[src/hw/meas_flow_consts.vh]
// Constants for the measurement command flow of the sensor signal conditioner.
`ifndef MEAS_FLOW_CONSTS_VH
`define MEAS_FLOW_CONSTS_VH

// ********************************************
// Command codes
// ********************************************
`define CMD_MEAS_CYCLIC    8'hAB
`define CMD_HALT_CYCLIC    8'hBF
`define CMD_MEAS_RAW       8'hA0
`define CMD_MEAS_COND      8'hA1
`define CMD_STATUS         8'hF0

// ********************************************
// Register offsets and reset values
// ********************************************
`define REG_INTF_CONFIG    8'h02
`define REG_SENS_CONFIG0   8'h03
`define REG_SENS_CONFIG1   8'h04
`define REG_CAL_OFFSET     8'h05
`define RST_INTF_CONFIG    16'h0000
`define RST_SENS_CONFIG    16'h0000
`define RST_CAL_OFFSET     16'h0000

// ********************************************
// Field positions
// ********************************************
`define IC_CFG_SEL_BIT     0
`define IC_COND_BIT        1
`define IC_PAUSE_LSB       2
`define IC_PAUSE_MSB       5
`define STAT_BUSY_BIT      5
`define STAT_COND_BIT      3

// ********************************************
// Timing
// ********************************************
`define CONV_TIME_MS       30
`define CLK_MHZ            250
`define PAUSE_UNIT_CYC     16'h0100

`endif

[src/hw/sensor_measurement_command_flow.v]
// Measurement sequencer: single and cyclic measurements, status byte and result registers.
`timescale 1ns/10ps
`include "meas_flow_consts.vh"

module sensor_measurement_command_flow (
  input  wire        clk_i,          // 250 MHz system clock
  input  wire        reset_n_i,      // Synchronous reset, active low
  input  wire        cmd_valid_i,    // Command strobe, one cycle
  input  wire [7:0]  cmd_code_i,     // Command code
  input  wire        reg_wr_i,       // Register write strobe, one cycle
  input  wire [7:0]  reg_addr_i,     // Register offset for write and read
  input  wire [15:0] reg_wdata_i,    // Register write data
  output reg  [15:0] reg_rdata_o,    // Register read data, registered
  input  wire        adc_done_i,     // ADC conversion finished, one cycle
  input  wire [23:0] adc_data_i,     // ADC result, valid with adc_done_i
  output wire        adc_start_o,    // Starts one ADC phase, one cycle
  output reg  [1:0]  adc_phase_o,    // Phase being converted
  output reg  [15:0] adc_config_o,   // Sensor setup used by the ADC
  output reg  [23:0] sensor_res_o,   // Sensor result register
  output reg  [23:0] temp_res_o,     // Temperature result register
  output reg  [7:0]  status_o,       // Status byte, latched on request
  output wire        status_valid_o  // Status byte answer strobe
);

  // ********************************************
  // States and phases
  // ********************************************
  localparam [2:0] ST_IDLE  = 3'd0;
  localparam [2:0] ST_START = 3'd1;
  localparam [2:0] ST_WAIT  = 3'd2;
  localparam [2:0] ST_PAUSE = 3'd3;
  localparam [1:0] PH_SAZ   = 2'd0;   // sensor_autozero_phase
  localparam [1:0] PH_SM    = 2'd1;   // sensor_measure_phase
  localparam [1:0] PH_TAZ   = 2'd2;   // temp_autozero_phase
  localparam [1:0] PH_TM    = 2'd3;   // temp_measure_phase

  reg [15:0] intf_config_r;
  reg [15:0] sens_config0_r;
  reg [15:0] sens_config1_r;
  reg [15:0] cal_offset_r;
  reg [2:0]  state_r;
  reg [2:0]  state_nxt;
  reg [1:0]  phase_r;
  reg        cyclic_r;
  reg        cond_r;
  reg [15:0] pause_r;
  reg [23:0] saz_r;
  reg [23:0] taz_r;
  reg        stat_req_r;

  // Busy is derived from the sequencer state, which returns to IDLE only at the end
  // of a single cycle or on the halt command.
  // busy through pauses
  wire busy = (state_r != ST_IDLE);
  wire cmd_cyc  = cmd_valid_i && (cmd_code_i == `CMD_MEAS_CYCLIC);
  wire cmd_halt = cmd_valid_i && (cmd_code_i == `CMD_HALT_CYCLIC);
  wire cmd_raw  = cmd_valid_i && (cmd_code_i == `CMD_MEAS_RAW);
  wire cmd_cond = cmd_valid_i && (cmd_code_i == `CMD_MEAS_COND);
  wire cmd_stat = cmd_valid_i && (cmd_code_i == `CMD_STATUS);
  wire cmd_go   = !busy && (cmd_cyc || cmd_raw || cmd_cond);
  wire [15:0] pause_len = {12'h000, intf_config_r[`IC_PAUSE_MSB:`IC_PAUSE_LSB]} * `PAUSE_UNIT_CYC;

  assign adc_start_o    = (state_r == ST_START);
  assign status_valid_o = stat_req_r;

  // Autozero-corrected value; for the sensor result, conditioning adds the calibration offset with saturation.
  function [23:0] correct;
    input [23:0] raw;
    input [23:0] zero;
    input        cond;
    input [15:0] offs;
    reg   [24:0] sum;
    begin
      sum = {1'b0, raw - zero};
      if (cond)
      begin
        sum = sum + {{9{offs[15]}}, offs};
        if (sum[24] && !offs[15])
          sum = 25'h0FFFFFF;
        else if (sum[24])
          sum = 25'h0000000;
      end
      correct = sum[23:0];
    end
  endfunction

  // ********************************************
  // Register file
  // ********************************************
  always @(posedge clk_i)
  begin
    if (!reset_n_i)
    begin
      intf_config_r  <= `RST_INTF_CONFIG;
      sens_config0_r <= `RST_SENS_CONFIG;
      sens_config1_r <= `RST_SENS_CONFIG;
      cal_offset_r   <= `RST_CAL_OFFSET;
    end
    else if (reg_wr_i)
    begin
      if (reg_addr_i == `REG_INTF_CONFIG)
        intf_config_r <= reg_wdata_i;
      if (reg_addr_i == `REG_SENS_CONFIG0)
        sens_config0_r <= reg_wdata_i;
      if (reg_addr_i == `REG_SENS_CONFIG1)
        sens_config1_r <= reg_wdata_i;
      if (reg_addr_i == `REG_CAL_OFFSET)
        cal_offset_r <= reg_wdata_i;
    end
  end

  always @(posedge clk_i)
  begin
    if (!reset_n_i)
      reg_rdata_o <= 16'h0000;
    else
      case (reg_addr_i)
        `REG_INTF_CONFIG:  reg_rdata_o <= intf_config_r;
        `REG_SENS_CONFIG0: reg_rdata_o <= sens_config0_r;
        `REG_SENS_CONFIG1: reg_rdata_o <= sens_config1_r;
        `REG_CAL_OFFSET:   reg_rdata_o <= cal_offset_r;
        default:           reg_rdata_o <= 16'h0000;
      endcase
  end

  // ********************************************
  // Sequencer
  // ********************************************
  always @*
  begin
    state_nxt = state_r;
    case (state_r)
      ST_IDLE:
        if (cmd_go)
          state_nxt = ST_START;
      ST_START:
        state_nxt = ST_WAIT;
      ST_WAIT:
        if (adc_done_i && phase_r == PH_TM)
          state_nxt = cyclic_r ? ST_PAUSE : ST_IDLE;
        else if (adc_done_i)
          state_nxt = ST_START;
      ST_PAUSE:
        if (pause_r == 16'h0000)
          state_nxt = ST_START;
      default:
        state_nxt = ST_IDLE;
    endcase
    if (cmd_halt)
      state_nxt = ST_IDLE;
  end

  always @(posedge clk_i)
  begin
    if (!reset_n_i)
    begin
      state_r      <= ST_IDLE;
      phase_r      <= PH_SAZ;
      cyclic_r     <= 1'b0;
      cond_r       <= 1'b0;
      pause_r      <= 16'h0000;
      adc_phase_o  <= PH_SAZ;
      adc_config_o <= `RST_SENS_CONFIG;
      saz_r        <= 24'h000000;
      taz_r        <= 24'h000000;
      sensor_res_o <= 24'h000000;
      temp_res_o   <= 24'h000000;
    end
    else
    begin
      state_r <= state_nxt;
      if (cmd_go)
      begin
        phase_r  <= PH_SAZ;
        cyclic_r <= cmd_cyc;
        cond_r   <= cmd_cyc ? intf_config_r[`IC_COND_BIT] : cmd_cond;
        adc_config_o <= intf_config_r[`IC_CFG_SEL_BIT] ? sens_config1_r : sens_config0_r;
      end
      if (state_r == ST_START)
        adc_phase_o <= phase_r;
      if (state_r == ST_WAIT && adc_done_i)
      begin
        phase_r <= phase_r + 2'd1;
        if (phase_r == PH_SAZ)
          saz_r <= adc_data_i;
        if (phase_r == PH_TAZ)
          taz_r <= adc_data_i;
        if (phase_r == PH_SM)
          sensor_res_o <= cond_r ? correct(adc_data_i, saz_r, 1'b1, cal_offset_r)
                                 : adc_data_i;
        if (phase_r == PH_TM)
          temp_res_o <= cond_r ? correct(adc_data_i, taz_r, 1'b0, cal_offset_r)
                               : adc_data_i;
        if (phase_r == PH_TM)
          pause_r <= pause_len;
      end
      else if (state_r == ST_PAUSE && pause_r != 16'h0000)
        pause_r <= pause_r - 16'h0001;
    end
  end

  // ********************************************
  // Status byte
  // ********************************************
  // The byte is latched on the request so the host sees one consistent snapshot.
  always @(posedge clk_i)
  begin
    if (!reset_n_i)
    begin
      stat_req_r <= 1'b0;
      status_o   <= 8'h00;
    end
    else
    begin
      stat_req_r <= cmd_stat;
      if (cmd_stat)
      begin
        status_o <= 8'h00;
        status_o[`STAT_BUSY_BIT] <= busy;
        status_o[`STAT_COND_BIT] <= cond_r;
      end
    end
  end

endmodule

[config.mk]
export PLATFORM = sky130hd
export DESIGN_NAME = sensor_measurement_command_flow
export DESIGN_NICKNAME = d
export VERILOG_FILES = /design/src/hw/sensor_measurement_command_flow.v
export VERILOG_INCLUDE_DIRS = /design/src /design/src/hw
export SDC_FILE = /design/constraint.sdc
export NUM_CORES = 1
export LEC_CHECK = 0
export BUFFER_PORTS_ARGS = -buffer_cell sky130_fd_sc_hd__buf_2
export CAP_MARGIN = 0
export CORE_MARGIN = 3
export CORE_UTILIZATION = 40
export CTS_CLUSTER_DIAMETER = 60
export DETAILED_ROUTE_END_ITERATION = 12
export SETUP_SLACK_MARGIN = 0.4
export SLEW_MARGIN = 0
export SYNTH_ARGS = -nofsm -noshare
export SYNTH_HDL_FRONTEND = slang
export SYNTH_SLANG_ARGS = --single-unit
export TNS_END_PERCENT = 50
[constraint.sdc]
create_clock -name clk_i -period 7.7 [get_ports clk_i]
set_clock_uncertainty 0.2 [all_clocks]
set_input_delay 0.77 -clock clk_i [delete_from_list [all_inputs] [get_ports clk_i]]
set_output_delay 0.77 -clock clk_i [all_outputs]
set_load 0.02 [all_outputs]
# ---- Word level (Yosys, flattened, before mapping)
# Index checks and enable logic that the tools add are counted.
dict set report word_totals {
  ff_bits 220
  out_inout_bits 92
}
dict set report op_classes {
  n_eq_ne 19
  n_reduce_logical 32
  n_mux 18
  bitwise 1
  n_addsub 5
}
# operator count
set ops {}
lappend ops {{$mux W24} 4}
lappend ops {{$mux W16} 4}
lappend ops {{$pmux W16 S4} 1}
lappend ops {{$sub A24 B24 Y24} 2}
lappend ops {{$eq A8 B8 Y1 const B} 5}
lappend ops {{$add A24 B25 Y25} 1}
lappend ops {{$reduce_and A2 Y1} 9}
lappend ops {{$eq A8 B2 Y1 const B} 2}
lappend ops {{$eq A8 B3 Y1 const B} 2}
lappend ops {{$logic_not A16 Y1} 1}
lappend ops {{$reduce_bool A16 Y1} 1}
lappend ops {{$sub A16 B1 Y16 const B} 1}
lappend ops {{$mux W3} 4}
lappend ops {{$pmux W3 S4} 1}
lappend ops {{$logic_and A1 B1 Y1} 10}
lappend ops {{$eq A3 B2 Y1 const B} 2}
lappend ops {{$mux W2} 3}
lappend ops {{$ne A2 B2 Y1 const B} 3}
lappend ops {{$eq A2 B2 Y1 const B} 2}
lappend ops {{$reduce_bool A2 Y1} 2}
lappend ops {{$eq A3 B1 Y1 const B} 1}
lappend ops {{$logic_not A3 Y1} 1}
lappend ops {{$ne A3 B3 Y1 const B} 1}
lappend ops {{$reduce_and A3 Y1} 1}
lappend ops {{9 further kinds} 11}

# ---- Logic depth before layout (Yosys ltp)
dict set report depth {
  ltp_word 7
  depth_mapped 21
  mapped_depth_nobuf 21
}

# ---- Worst setup path after synthesis
# OpenSTA, ideal clock, no wires.
dict set report synth_timing {
  kind {input to register}
  start {in adc_data_i[0]}
  end {reg sensor_res_o[19]}
  setup_ns 0.116
  path_slack_ns 2.613
  required_time_ns 7.384
  stages 21
  arrival_time_ns 4.772
  n_path_buf 0
  path_cell_list {inv_1 ha_1 fa_1 nor2b_1 o31a_1 nor4_1 o32ai_1 o21a_1 o21a_1 nor2_1 xnor2_1 ha_1 and3_1 a221o_1 a221o_1 a31o_4 a21oi_4 nor2_4 a21oi_4 a21oi_2 a31o_1}
}
dict set report synth_between {
  elab_chain_cells 5
  word_cells_on_any_way 6
  cone_classes {add/sub (2); mux (3); reduce/logical (1)}
}
# element line_no
set synth_lines {}
lappend synth_lines {{from (decl)} sensor_measurement_command_flow.v:15} ;# input wire [23:0] adc_data_i,
lappend synth_lines {{$sub A24 B24 Y24 (*)} sensor_measurement_command_flow.v:74} ;# sum = {1'b0, raw - zero};
lappend synth_lines {{$add A24 B25 Y25 (*)} sensor_measurement_command_flow.v:77} ;# sum = sum + {{9{offs[15]}}, offs};
lappend synth_lines {{$mux W24 or $logic_and A1 B1 Y1 (tied branches)} {sensor_measurement_command_flow.v:80, sensor_measurement_command_flow.v:78}}
lappend synth_lines {{$mux W24 (*)} sensor_measurement_command_flow.v:78} ;# if (sum[24] && !offs[15])
lappend synth_lines {{$mux W24 (*)} sensor_measurement_command_flow.v:189} ;# sensor_res_o <= cond_r ? correct(adc_data_i, saz_r, 1'b1, cal_offset_r)
lappend synth_lines {{to (signal assigned)} sensor_measurement_command_flow.v:189}
lappend synth_lines {{to (decl)} sensor_measurement_command_flow.v:19} ;# output reg [23:0] sensor_res_o,
# Mark *: on every way between the ends. The rest lies on a longest branch, timed or not.
# A chain may end at the register's enable or synchronous reset.

# ---- Worst setup path after layout
# Same ends and word-level chain as after synthesis.

==> impl_results.rst <==
.. list-table::
   :header-rows: 1

   * - Metric
     - Value
   * - Run status
     - complete, no violations
   * - CTS Hold Buffers Added
     - 0
   * - Arrival time of data at the critical path endpoint
     - 5.64 ns
   * - Critical Path Sink Type
     - register
   * - Unique cell type count in the Yosys netlist
     - 80
   * - Last weighted congestion value of the routability-driven placer
     - 0.853
   * - Library cell occupying the most area in the post-synthesis netlist
     - dfxtp_1
   * - Adder-cell share of the synthesized area
     - 0.0868
   * - Area of combinational cells with multiple inputs
     - 7390 um2
   * - Post-DP HPWL
     - 25.9 mm
   * - Total vias in the final route
     - 11.8k
   * - Total CTS buffers
     - 28
   * - Critical Path Max Stage Delay
     - 0.45 ns
   * - Share of the synthesized area in compound gates (AO/OA/AOI/OAI)
     - 0.266
   * - Post-synth top flop
     - dfxtp_1
   * - Global-route total usage across every layer
     - 0.210
   * - Clock root buffer
     - clkbuf_16
   * - Chip Width
     - 182 um
   * - Overflow left after global routing
     - 0
   * - Final hold violation count
     - 0
   * - Maximum resistive drop on vdd
     - 0.164 mV
   * - Overall routed net length
     - 36.3 mm
   * - Per-cell routed wire length
     - 17.1 um
   * - Worst path required time
     - 7.93 ns
   * - Sequential cell area in the final layout
     - 4380 um2
   * - Floorplan core area
     - 30000 um2
   * - Vias per inst
     - 5.55
   * - Portion of the post-synthesis area used by sequential elements
     - 0.355
   * - Overall die area
     - 33100 um2
   * - FFs w/ async S/R, synth
     - 0
   * - Pleak
     - 0.00559 uW
   * - Hold WC Path Type
     - register to register
   * - Metal2 WL
     - 16.2 mm
   * - Post-synthesis simple-gate area fraction
     - 0.189
   * - Total number of clock tree sinks
     - 219
   * - Post-route DRC violation count
     - 0
   * - Kind of start point of the critical path
     - input port
   * - Combinational family with the most area after synthesis
     - compound AO/OA/AOI/OAI gates
   * - Met1 layer wirelength in the final routing
     - 17.3 mm
   * - FILL cells
     - 2986
   * - Wire length of the first global-routing pass
     - 57.7 mm
   * - Number of warning messages in the yosys log
     - 0
   * - Highest Signal Layer
     - met4
   * - Met3 wire len
     - 2.24 mm
   * - Shortest clock period the worst path allows after layout
     - 5.41 ns
   * - Post-route fraction of the period consumed by the critical path
     - 0.702
   * - Crit path kind
     - input port to register
   * - Number of detailed-routing iterations run before antenna repair
     - 5
   * - Leading cell type by number of instances after synthesis
     - nand2_1
   * - Top delay family on crit path
     - compound AO/OA/AOI/OAI gates
   * - Layout cells sized above 1
     - 0.130
   * - Iteration-0 DRC count of the detailed router
     - 937
   * - TritonCTS clock tree
     - built
   * - Antenna violations before repair
     - 0
   * - Cells after synthesis
     - 1604
   * - Max-slew violations
     - 0
   * - Worst-margin pin slew
     - 1.12 ns
   * - FF+latch count, synth
     - 219
   * - Worst hold-check slack
     - 0.254 ns
   * - Number of enable-type register cells in the synthesized netlist
     - 0
   * - Buffer depth of the longest clock path
     - 3
   * - Count of buffers from port buffering
     - 146
   * - Clock transition at path regs
     - 0.06 ns
   * - Post-CTS setup buffers
     - 0
   * - Std-Cell Rows
     - 63
   * - Die H
     - 182 um
   * - Fraction of synthesized area in multiplexers
     - 0.0188
   * - H-tree depth reported by CTS
     - 1
   * - Area after detailed placement
     - 13300 um2
   * - Avg Synthesized Cell Area
     - 7.71 um2
   * - Fmax
     - 185 MHz
   * - Final setup vio count
     - 0
   * - Clk_lat worst skew
     - 0.56 ns
   * - Total of cells resized after clock tree synthesis
     - 0
   * - Via count of the first global-routing pass
     - 10.7k
   * - Number of max-capacitance violations reported
     - 0
   * - Post-route antenna net violation count
     - 0
   * - Starting Density
     - 0.412
   * - Number of top-level pins
     - 153
   * - Post-route standard cell area excluding fillers
     - 14300 um2
   * - Largest fanout on the critical path
     - 16
   * - Post-synth top area share
     - 0.355
   * - Net count of the finished layout
     - 1857
   * - Power per unit of standard cell area
     - 210 nW/um2
   * - Most frequent cells after synthesis
     - nand2_1, a21oi_1, dfxtp_1
   * - Diodes inserted
     - 0
   * - Total Power
     - 3000 uW
   * - Cell with the largest stage delay on the worst path
     - a21oi_4
   * - Sum Neg Setup Slack
     - 0 ns
   * - Cell-by-cell trace of the critical path
     - buf_2, inv_1, ha_1, fa_1, nor2b_1, o31a_1, nor4_1, o32ai_1, o21a_1, o21a_1, nor2_1, xnor2_1, ha_1, and3_1, a221o_1, a221o_1, a31o_4, a21oi_4, nor2_4, a21oi_4, a21oi_2, a31o_1
   * - Maximum number of pins on one net before global-route repair
     - 91
   * - Post-Synth XOR/XNOR Area
     - 0.0346
   * - Post-synth design cell area
     - 12400 um2
   * - Buffers plus inverters on the worst setup path
     - 2
   * - Unrepaired setup endpoints after global routing
     - false
   * - Main area contributors after synthesis
     - dfxtp_1, a21oi_1, nand2_1
   * - Slew HR
     - 0.253
   * - P&R area growth vs syn
     - 15.4%
power breakdown:
part | internal [uW] | switching, uW | leakage (uW)
registers | 1160 | 15.3 | 0.00176
clock network | 770 | 532 | 0.000457
logic | 200 | 329 | 0.00337
path summary, 6_finish.rpt:
path | slack, ns | to | startpoint | depth (start not counted)
setup / recovery | 2.29 | sensor_res_o[19]$_SDFFE_PN0P_ | adc_data_i[0] | 22
setup reg to reg | 2.44 | sensor_res_o[19]$_SDFFE_PN0P_ | saz_r[0]$_SDFFE_PN0P_ | 20
hold reg to reg | 0.25 | taz_r[18]$_SDFFE_PN0P_ | taz_r[18]$_SDFFE_PN0P_ | 2
hold / removal | 0.25 | taz_r[18]$_SDFFE_PN0P_ | taz_r[18]$_SDFFE_PN0P_ | 2
worst register-to-register path, delay by kind of cell, from the launching register on:
kind	cells	cell delay, ns
DFF	1	0.31
xor gates and xnor gates	1	0.12
AOI/OAI and AO/OA	11	3.00
and+or+nand+nor	5	0.57
adders and majority gates	3	0.97
cells by family after synthesis:
kind of cell	count (synthesis)
multiplexers	23
AO/OA/AOI/OAI	532
AND/OR/NAND/NOR	543
other	1
buffers and inverters	154
adder cells (fa/ha/maj)	84
XOR/XNOR	48
flip-flops	219
final cells by class:
| class | count | share of cell area |
|---|---|---|
| clock inverters | 16 | 0.0118 |
| repair buffers | 157 | 0.0570 |
| clock buffers | 35 | 0.0530 |
| inverters | 70 | 0.0186 |
| well taps | 390 | 0.0342 |
| flip-flops and latches | 219 | 0.307 |
| multi-input cells | 1236 | 0.518 |
per-stage QoR:
stage                      util  std cells  setup WS [ns]
after global placement    0.444       2072           1.91
after floorplan               -       1609           2.61
final                     0.475       2123           2.29
after global routing      0.475       2123           2.01
after detailed placement  0.444       2072           1.83
after CTS                 0.475       2123           2.36
flip-flops by register name, summed over array words and instances, names as in the netlist, 16 cells and up:
name and cells:
sensor_res_o 24, sens_config1_r 16, saz_r 24, pause_r 16, adc_config_o 16, temp_res_o 24
cal_offset_r 16, intf_config_r 16, taz_r 24, sens_config0_r 16, reg_rdata_o 16
placed cells by master, fill, tap and decap left out, drive strengths merged, types with 5 or more instances in the layout:
master / netlist / routed
nand3: 26 / 26
buf: 11 / 157
xnor2: 28 / 28
a31oi: 23 / 23
and2: 10 / 10
nand4: 9 / 9
or3: 8 / 8
dfxtp: 219 / 219
o21ai: 87 / 87
o31a: 6 / 6
conb: 1 / 6
a221o: 5 / 5
nor4: 6 / 6
ha: 81 / 81
o31ai: 6 / 6
nor2b: 12 / 12
nand2b: 8 / 8
clkinv: 0 / 11
a21o: 31 / 31
clkbuf: 73 / 35
mux2i: 21 / 21
and3: 15 / 15
a21oi: 241 / 241
nor2: 95 / 95
o21a: 19 / 19
a211oi: 27 / 27
inv: 70 / 72
a22oi: 35 / 35
nand2: 313 / 313
o21bai: 6 / 6
o211ai: 10 / 10
xor2: 20 / 20
nor3: 27 / 27
a211o: 5 / 5
metal layers:
metal,track usage,vias to the layer above
li1,-,5893
met1,0.307,5509
met2,0.337,341
met3,0.0228,38
met4,0.0399,0
met5,0,-
No activity file was read; power rests on OpenSTA's default activity.
